[config.mk]
export PLATFORM = sky130hd
export DESIGN_NAME = rcf_reset_cause_flags
export DESIGN_NICKNAME = d
export VERILOG_FILES = /design/src/rcf_pkg.sv /design/src/reset_cause_flags.sv
export SDC_FILE = /design/constraint.sdc
export NUM_CORES = 1
export LEC_CHECK = 0
export BUFFER_PORTS_ARGS = -buffer_cell sky130_fd_sc_hd__buf_2
export CORE_UTILIZATION = 43
export CTS_BUF_LIST = sky130_fd_sc_hd__clkbuf_2
export CTS_CLUSTER_DIAMETER = 30
export CTS_CLUSTER_SIZE = 14
export DETAILED_ROUTE_END_ITERATION = 16
export GPL_ROUTABILITY_DRIVEN = 0
export GPL_TIMING_DRIVEN = 0
export PLACE_DENSITY = 0.82
export SETUP_SLACK_MARGIN = 0.15
export SLEW_MARGIN = 30
export SYNTH_ARGS = -nofsm -noshare
export SYNTH_HDL_FRONTEND = slang
export SYNTH_SLANG_ARGS = --single-unit
[constraint.sdc]
create_clock -name hclk -period 1.81 [get_ports hclk]
set_input_delay 0 -clock hclk [delete_from_list [all_inputs] [get_ports hclk]]
set_output_delay 0 -clock hclk [all_outputs]
set_load 0.05 [all_outputs]
[src/rcf_pkg.sv]
// Constants, field layouts and carrier types for the reset-cause flag block
package rcf_pkg;

    // ------------------------------------------------------------
    // Register indices; byte address is four times the index
    // ------------------------------------------------------------
    localparam logic [11:0] BROWNOUT_CONTROL_IDX = 12'h811;
    localparam logic [11:0] POWER_CONTROL_0_IDX = 12'h813;
    localparam logic [11:0] POWER_CONTROL_1_IDX = 12'h814;
    localparam logic [11:0] CORE_STATUS_IDX = 12'h815;
    localparam logic [11:0] CORE_CONFIG_IDX = 12'h816;
    localparam int ADDR_LSB = 2;
    localparam int ADDR_MSB = 13;

    // ------------------------------------------------------------
    // Field positions
    // ------------------------------------------------------------
    localparam int BC_SW_EN_BIT = 7;
    localparam int BC_READY_BIT = 0;
    localparam int P0_OVF_BIT = 7;
    localparam int P0_UNF_BIT = 6;
    localparam int P0_WDT_BIT = 4;
    localparam int P0_EXT_BIT = 3;
    localparam int P0_INSTR_BIT = 2;
    localparam int P0_POR_BIT = 1;
    localparam int P0_BOR_BIT = 0;
    localparam int P1_VIOL_BIT = 1;
    localparam int ST_TO_BIT = 4;
    localparam int ST_PDN_BIT = 3;
    localparam int CF_MODE_LSB = 0;
    localparam int CF_STK_RST_BIT = 2;
    localparam int CF_IRQ_EN_BIT = 3;

    // ------------------------------------------------------------
    // Masks and reset values
    // ------------------------------------------------------------
    localparam logic [7:0] P0_IMPL_MASK = 8'hdf;
    localparam logic [7:0] P0_POR_VALUE = 8'h1d;
    localparam logic [7:0] P0_BOR_VALUE = 8'h1c;
    localparam logic [7:0] P0_BOR_KEEP = 8'h02;
    localparam logic [1:0] MODE_ALWAYS_OFF = 2'h0;
    localparam logic [1:0] MODE_SOFTWARE = 2'h1;
    localparam logic [1:0] MODE_OFF_IN_SLEEP = 2'h2;
    localparam logic [1:0] MODE_ALWAYS_ON = 2'h3;
    localparam logic [1:0] MODE_RESET = 2'h3;
    localparam logic [14:0] PC_RESET_ADDR = 15'h0000;
    localparam logic [14:0] PC_IRQ_VECTOR = 15'h0004;

    // ------------------------------------------------------------
    // Carrier types
    // ------------------------------------------------------------
    typedef struct packed {
        logic brownout;
        logic wdt_timeout;
        logic ext_reset_pin;
        logic reset_instr;
        logic stk_overflow;
        logic stk_underflow;
        logic mem_violation;
        logic irq_wake;
    } rcf_event_t;

    typedef struct packed {
        logic core_reset;
        logic wake_resume;
        logic pc_load;
        logic [14:0] pc_addr;
        logic push_return;
    } rcf_core_ctl_t;

endpackage

[src/reset_cause_flags.sv]
// Reset-cause flags, core timeout/power-down status and brown-out control
//
// The AHB-Lite interface to the registers was left to the implementer.
`timescale 1ns/1ns
module rcf_reset_cause_flags (
    input wire logic hclk,
    input wire logic hresetn,
    input wire logic hsel,
    input wire logic [31:0] haddr,
    input wire logic [1:0] htrans,
    input wire logic hwrite,
    input wire logic [2:0] hsize,
    input wire logic [31:0] hwdata,
    input wire logic hready,
    output logic hreadyout,
    output logic hresp,
    output logic [31:0] hrdata,
    input wire rcf_pkg::rcf_event_t events,
    input wire logic sleeping,
    input wire logic bor_circuit_ready,
    output rcf_pkg::rcf_core_ctl_t core_ctl,
    output logic brownout_enable,
    output logic timeout_status,
    output logic powerdown_status
);

    // ------------------------------------------------------------
    // State
    // ------------------------------------------------------------
    logic [7:0] p0_q;
    logic [7:0] p0_d;
    logic viol_q;
    logic viol_d;
    logic sw_en_q;
    logic sw_en_d;
    logic ready_q;
    logic ready_d;
    logic to_q;
    logic to_d;
    logic pdn_q;
    logic pdn_d;
    logic [1:0] mode_q;
    logic [1:0] mode_d;
    logic stk_rst_q;
    logic stk_rst_d;
    logic irq_en_q;
    logic irq_en_d;
    logic bor_en_q;
    logic bor_en_d;
    logic wr_pend_q;
    logic [11:0] wr_idx_q;
    logic [31:0] rdata_q;
    logic [31:0] rdata_d;
    logic vec_pend_q;
    logic vec_pend_d;
    rcf_pkg::rcf_core_ctl_t ctl_q;
    rcf_pkg::rcf_core_ctl_t ctl_d;

    // ------------------------------------------------------------
    // Bus decode
    // ------------------------------------------------------------
    logic addr_phase;
    logic [11:0] addr_idx;
    logic addr_hi_zero;
    logic word_ok;
    logic wr_take;
    logic rd_take;
    logic wr_bc;
    logic wr_p0;
    logic wr_p1;
    logic wr_cf;

    // Address phase accepted on a NONSEQ or SEQ with hready high
    assign addr_phase = hsel & hready & htrans[1];
    assign addr_idx = haddr[rcf_pkg::ADDR_MSB:rcf_pkg::ADDR_LSB];
    assign addr_hi_zero = (haddr[31:rcf_pkg::ADDR_MSB + 1] == 18'h00000);
    assign word_ok = addr_hi_zero & (haddr[1:0] == 2'h0);
    assign wr_take = addr_phase & hwrite & word_ok;
    assign rd_take = addr_phase & ~hwrite;

    // Write strobes in the data phase
    assign wr_bc = wr_pend_q & (wr_idx_q == rcf_pkg::BROWNOUT_CONTROL_IDX);
    assign wr_p0 = wr_pend_q & (wr_idx_q == rcf_pkg::POWER_CONTROL_0_IDX);
    assign wr_p1 = wr_pend_q & (wr_idx_q == rcf_pkg::POWER_CONTROL_1_IDX);
    assign wr_cf = wr_pend_q & (wr_idx_q == rcf_pkg::CORE_CONFIG_IDX);

    // ------------------------------------------------------------
    // Event classification
    // ------------------------------------------------------------
    logic stk_fault;
    logic wdt_reset;
    logic wdt_wake;
    logic ext_sleep;
    logic any_reset;
    logic any_wake;

    // Stack faults reset only when enabled
    assign stk_fault = (events.stk_overflow | events.stk_underflow) & stk_rst_q;
    // Watchdog in sleep wakes instead of resetting
    assign wdt_reset = events.wdt_timeout & ~sleeping;
    assign wdt_wake = events.wdt_timeout & sleeping;
    assign ext_sleep = events.ext_reset_pin & sleeping;
    assign any_reset = events.brownout | wdt_reset | events.ext_reset_pin
        | events.reset_instr | stk_fault | events.mem_violation;
    assign any_wake = ~any_reset & (wdt_wake | (events.irq_wake & sleeping));

    // ------------------------------------------------------------
    // Power control 0 next value
    // ------------------------------------------------------------
    logic [7:0] p0_sw;
    logic [7:0] p0_clr;
    logic [7:0] p0_set;
    logic [7:0] p0_hw;

    // Software write, unimplemented bit forced to zero
    assign p0_sw = wr_p0 ? (hwdata[7:0] & rcf_pkg::P0_IMPL_MASK) : p0_q;
    // Per-cause clear and set masks; other bits untouched
    assign p0_clr = {3'h0, wdt_reset, events.ext_reset_pin, events.reset_instr, 2'h0};
    assign p0_set = {events.stk_overflow, events.stk_underflow, 6'h00};
    assign p0_hw = (p0_sw & ~p0_clr) | p0_set;
    // Brown-out reloads defaults, keeps power-on flag, clears own flag
    assign p0_d = events.brownout
        ? ((p0_sw & rcf_pkg::P0_BOR_KEEP) | rcf_pkg::P0_BOR_VALUE)
        : p0_hw;

    // ------------------------------------------------------------
    // Power control 1 next value
    // ------------------------------------------------------------
    logic viol_sw;

    assign viol_sw = wr_p1 ? hwdata[rcf_pkg::P1_VIOL_BIT] : viol_q;
    // Violation wins; brown-out and a pin reset while awake restore it
    assign viol_d = events.mem_violation ? 1'b0
        : (events.brownout | (events.ext_reset_pin & ~sleeping)) ? 1'b1
        : viol_sw;

    // ------------------------------------------------------------
    // Core status bits
    // ------------------------------------------------------------
    logic to_a;
    logic pdn_a;

    // Interrupt wake and pin reset in sleep give 1/0
    assign to_a = ((events.irq_wake & sleeping) | ext_sleep) ? 1'b1 : to_q;
    assign pdn_a = ((events.irq_wake & sleeping) | ext_sleep) ? 1'b0 : pdn_q;
    // Watchdog clears timeout; in sleep also power-down
    assign to_d = events.brownout ? 1'b1 : (events.wdt_timeout ? 1'b0 : to_a);
    assign pdn_d = events.brownout ? 1'b1 : (wdt_wake ? 1'b0 : pdn_a);

    // ------------------------------------------------------------
    // Brown-out control
    // ------------------------------------------------------------
    logic sw_en_wr;

    assign sw_en_wr = wr_bc ? hwdata[rcf_pkg::BC_SW_EN_BIT] : sw_en_q;
    // Brown-out sets the enable; other resets keep it
    assign sw_en_d = events.brownout ? 1'b1 : sw_en_wr;
    // Protection armed per configured mode
    assign bor_en_d = (mode_q == rcf_pkg::MODE_ALWAYS_ON)
        | ((mode_q == rcf_pkg::MODE_OFF_IN_SLEEP) & ~sleeping)
        | ((mode_q == rcf_pkg::MODE_SOFTWARE) & sw_en_q);
    // Ready only while enabled and the circuit has settled
    assign ready_d = bor_en_q & bor_circuit_ready;

    // Configuration register, reserved bits dropped
    assign mode_d = wr_cf ? hwdata[rcf_pkg::CF_MODE_LSB +: 2] : mode_q;
    assign stk_rst_d = wr_cf ? hwdata[rcf_pkg::CF_STK_RST_BIT] : stk_rst_q;
    assign irq_en_d = wr_cf ? hwdata[rcf_pkg::CF_IRQ_EN_BIT] : irq_en_q;

    // ------------------------------------------------------------
    // Core control: reset, wake and vector
    // ------------------------------------------------------------
    // Vector jump follows the resumed instruction when interrupts on
    assign vec_pend_d = any_wake & events.irq_wake & ~events.wdt_timeout & irq_en_q;
    assign ctl_d.core_reset = any_reset;
    assign ctl_d.wake_resume = any_wake;
    assign ctl_d.pc_load = any_reset | (vec_pend_q & ~any_reset);
    assign ctl_d.pc_addr = any_reset ? rcf_pkg::PC_RESET_ADDR
        : (vec_pend_q ? rcf_pkg::PC_IRQ_VECTOR : rcf_pkg::PC_RESET_ADDR);
    assign ctl_d.push_return = vec_pend_q & ~any_reset;

    // ------------------------------------------------------------
    // Read mux
    // ------------------------------------------------------------
    logic [7:0] bc_view;
    logic [7:0] p1_view;
    logic [7:0] st_view;
    logic [7:0] cf_view;

    // Unimplemented positions read zero
    assign bc_view = {sw_en_q, 6'h00, ready_q};
    assign p1_view = {6'h00, viol_q, 1'b0};
    assign st_view = {3'h0, to_q, pdn_q, 3'h0};
    assign cf_view = {4'h0, irq_en_q, stk_rst_q, mode_q};
    assign rdata_d = ~(rd_take & word_ok) ? 32'h00000000
        : (addr_idx == rcf_pkg::BROWNOUT_CONTROL_IDX) ? {24'h000000, bc_view}
        : (addr_idx == rcf_pkg::POWER_CONTROL_0_IDX) ? {24'h000000, p0_q}
        : (addr_idx == rcf_pkg::POWER_CONTROL_1_IDX) ? {24'h000000, p1_view}
        : (addr_idx == rcf_pkg::CORE_STATUS_IDX) ? {24'h000000, st_view}
        : (addr_idx == rcf_pkg::CORE_CONFIG_IDX) ? {24'h000000, cf_view}
        : 32'h00000000;

    // ------------------------------------------------------------
    // Bus pipeline registers
    // ------------------------------------------------------------
    always_ff @(posedge hclk or negedge hresetn) begin
        if (!hresetn) begin
            wr_pend_q <= 1'b0;
            wr_idx_q <= 12'h000;
            rdata_q <= 32'h00000000;
        end else begin
            wr_pend_q <= wr_take;
            wr_idx_q <= addr_idx;
            rdata_q <= rdata_d;
        end
    end

    // ------------------------------------------------------------
    // Flag registers; power-on values on reset
    // ------------------------------------------------------------
    always_ff @(posedge hclk or negedge hresetn) begin
        if (!hresetn) begin
            p0_q <= rcf_pkg::P0_POR_VALUE;
            viol_q <= 1'b1;
            to_q <= 1'b1;
            pdn_q <= 1'b1;
            sw_en_q <= 1'b1;
        end else begin
            p0_q <= p0_d;
            viol_q <= viol_d;
            to_q <= to_d;
            pdn_q <= pdn_d;
            sw_en_q <= sw_en_d;
        end
    end

    // ------------------------------------------------------------
    // Configuration and brown-out status registers
    // ------------------------------------------------------------
    always_ff @(posedge hclk or negedge hresetn) begin
        if (!hresetn) begin
            mode_q <= rcf_pkg::MODE_RESET;
            stk_rst_q <= 1'b1;
            irq_en_q <= 1'b0;
            bor_en_q <= 1'b0;
            ready_q <= 1'b0;
        end else begin
            mode_q <= mode_d;
            stk_rst_q <= stk_rst_d;
            irq_en_q <= irq_en_d;
            bor_en_q <= bor_en_d;
            ready_q <= ready_d;
        end
    end

    // ------------------------------------------------------------
    // Core control pulses
    // ------------------------------------------------------------
    always_ff @(posedge hclk or negedge hresetn) begin
        if (!hresetn) begin
            ctl_q <= '0;
            vec_pend_q <= 1'b0;
        end else begin
            ctl_q <= ctl_d;
            vec_pend_q <= vec_pend_d;
        end
    end

    // ------------------------------------------------------------
    // Outputs from flops, except hreadyout and hresp tied constant
    // ------------------------------------------------------------
    assign hreadyout = 1'b1;
    assign hresp = 1'b0;
    assign hrdata = rdata_q;
    assign core_ctl = ctl_q;
    assign brownout_enable = bor_en_q;
    assign timeout_status = to_q;
    assign powerdown_status = pdn_q;

endmodule

==> metrics.txt <==
global route total overflow=0; H-tree depth=2; TritonCTS Buffers=5; worst path required time=2.10 ns; nets=~420; largest net degree at the start of global routing=between 40 and 50; WP buf/inv=0; layout cells sized above 1=0.443; period utilisation layout=0.984; crit path max fanout=4; P per Cell Area=just over 600 nW/µm²; most common cell after layout, fill and taps aside=buf_2; vias in the first global route=~1,600; CP Class=register to register; CTS tree=done; number of remaining DRC errors=0; Rel. slew slack=0.656; total power=~0.0019 W; syn avg cell area=11.6 µm²; YS warnings=0; Post-synth ARST share=1.00; Peak VDD IR=0.213 mV; Max Clock Skew=0.00887 ns; Worst Setup End Kind=register; vias per cell=between 4 and 5; P_leak=roughly 1.7 nW; initial drt markers=about 150; Max-cap violations=0; Final Util=0.656; Clk Latency, worst-skew pair=about 0.39 ns; CTS sink cnt=43; Layout area overhead=46.2%; Clock Pin Slew Worst Setup and Hold Paths=0.19 ns; slowest CP cell=or4b_4; #FFs+latches synth=43; Post-DRT Antenna Nets=0; crit-path max cell delay=a little under 0.6 ns; Die X=~72 µm; initial antenna violation count=0; crit path cell chain=or4b_4 > nor3_4 > nand2_4 > mux2_4; worst hold slack=approximately 0.045 ns; first-pass GRT wire length=approximately 7.6 mm; arrival time worst endpoint=2.07 ns; Hold Fails Final Rpt=0; DP HPWL=approximately 3.4 mm; outcome=completed; DP Area=2710 µm²; root buffer cell=clkbuf_2; boundary pin count=140; Buffers on Ports=70; CP Launch Type=register; final setup fails=0; Slew @ Worst Pin=about 0.52 ns; CP delay by family, top=simple AND/OR/NAND/NOR gates; worst min path class=primary input to register; final wirelength=slightly below 5 mm; Post-synth EDFFs=0; Post-Syn Area=between 2000 and 2500 µm²; FMAX=~0.56 GHz; final instance area=3120 µm²; sequential area share after synthesis=0.511; Tot GR Track Use=0.193; Top FF cell, synth=dfrtp_1; post-synth cell types=41; die area=5240 µm²; wire per inst=12.1 µm; Max clock buf depth=2; Initial Util=0.448; core area=about 4800 µm²; # diodes=0; Gate Count Post-Synth=184; Die Y=between 70 and 80 µm; Slew Viols, Final=0; most frequent cells in the layout=buf_2 (69), buf_4 (43), conb_1 (41); unrepaired setup endpoints after global routing=true; row cnt=25; clock period minus worst slack=~1.8 ns; Via Count=1,756; 1st-pass router iterations=4
## repair_timing
| action | in CTS | in global routing |
|---|---|---|
| hold buffers | 32 | 0 |
| hold endpoints to repair | 65 | 0 |
| resized for setup | 3 | 2 |
| setup buffers | 0 | 1 |
| pin swaps | 1 | 4 |
| endpoints found under the setup margin | 7 | 13 |
## state kept, by name, indices dropped and copies added, names as in the netlist
register          count
sw_en_q               1
core_ctl              4
hrdata                8
timeout_status        1
stk_rst_q             1
p0_q                  7
wr_pend_q             1
powerdown_status      1
irq_en_q              1
mode_q                2
viol_q                1
wr_idx_q             12
ready_q               1
vec_pend_q            1
brownout_enable       1
## worst min-delay path, stage by stage
cell	delay, ns
buf_2	0.09
nor4_1	0.04
and3_1	0.22
inv_1	0.06
## where the power goes
group / internal, W / switching (W)
sequential: 0.00101 / 0.0000261
combinational: 0.000195 / 0.000316
clock: 0.000106 / 0.000281
## metal layers
metal | vias to the layer above | share of wire | track usage
li1 | 863 | - | -
met1 | 791 | 0.40 | 0.205
met2 | 88 | 0.51 | 0.352
met3 | 14 | 0.064 | 0.0472
met4 | 0 | 0.028 | 0.0959
met5 | - | 0 | 0
## per-stage QoR
stage,setup TNS (ns),instances,worst slack (ns)
2_1_floorplan,0,223,0.162
3_3_place_gp,0,360,0.101
3_5_place_dp,0,360,0.0485
4_1_cts,0,400,0.0283
5_1_grt,-0.0458,401,-0.0313
6_report,0,401,0.0287
## final timing paths
| kind | depth (start not counted) | end | slack [ns] | start |
|---|---|---|---|---|
| worst max-delay path | 4 | irq_en_q | 0.03 | wr_idx_q[6] |
| worst min-delay path | 4 | core_ctl[18] | 0.04 | events[7] |
| worst max register to register | 4 | irq_en_q | 0.03 | wr_idx_q[6] |
| worst min register to register | 1 | core_ctl[16] | 0.48 | vec_pend_q |
| max in group asynchronous | 2 | p0_q[4] | 1.34 | hresetn |
| min in group asynchronous | 2 | wr_idx_q[5] | 0.09 | hresetn |
## area by class of cell
class	count	area, µm²
Fill cell	372	1640
Sequential cell	43	1090
Multi-Input combinational cell	130	881
Timing Repair Buffer	103	681
Buffer	43	315
Tap cell	67	83.8
Clock buffer	7	35.0
Inverter	7	26.3
Clock inverter	1	5.00
## cell usage after synthesis, drive strengths merged, types with 3 or more instances
cell type	number	area share
nor4	7	0.023
nor2	9	0.016
inv	7	0.012
o21bai	3	0.011
nor2b	4	0.012
dfstp	11	0.14
nand2	5	0.010
and3	3	0.0088
nor3	6	0.016
mux2	7	0.044
a21oi	5	0.012
mux2i	6	0.028
dfrtp	32	0.38
buf	41	0.14
nor4b	3	0.018
a22o	5	0.021
## cells by family after synthesis
kind of cell    synth area share
flops                      0.511
compound gates            0.0716
simple gates               0.181
mux                       0.0722
other cells              0.00352
buf+inv                    0.160
(Power assumes the default switching activity.)
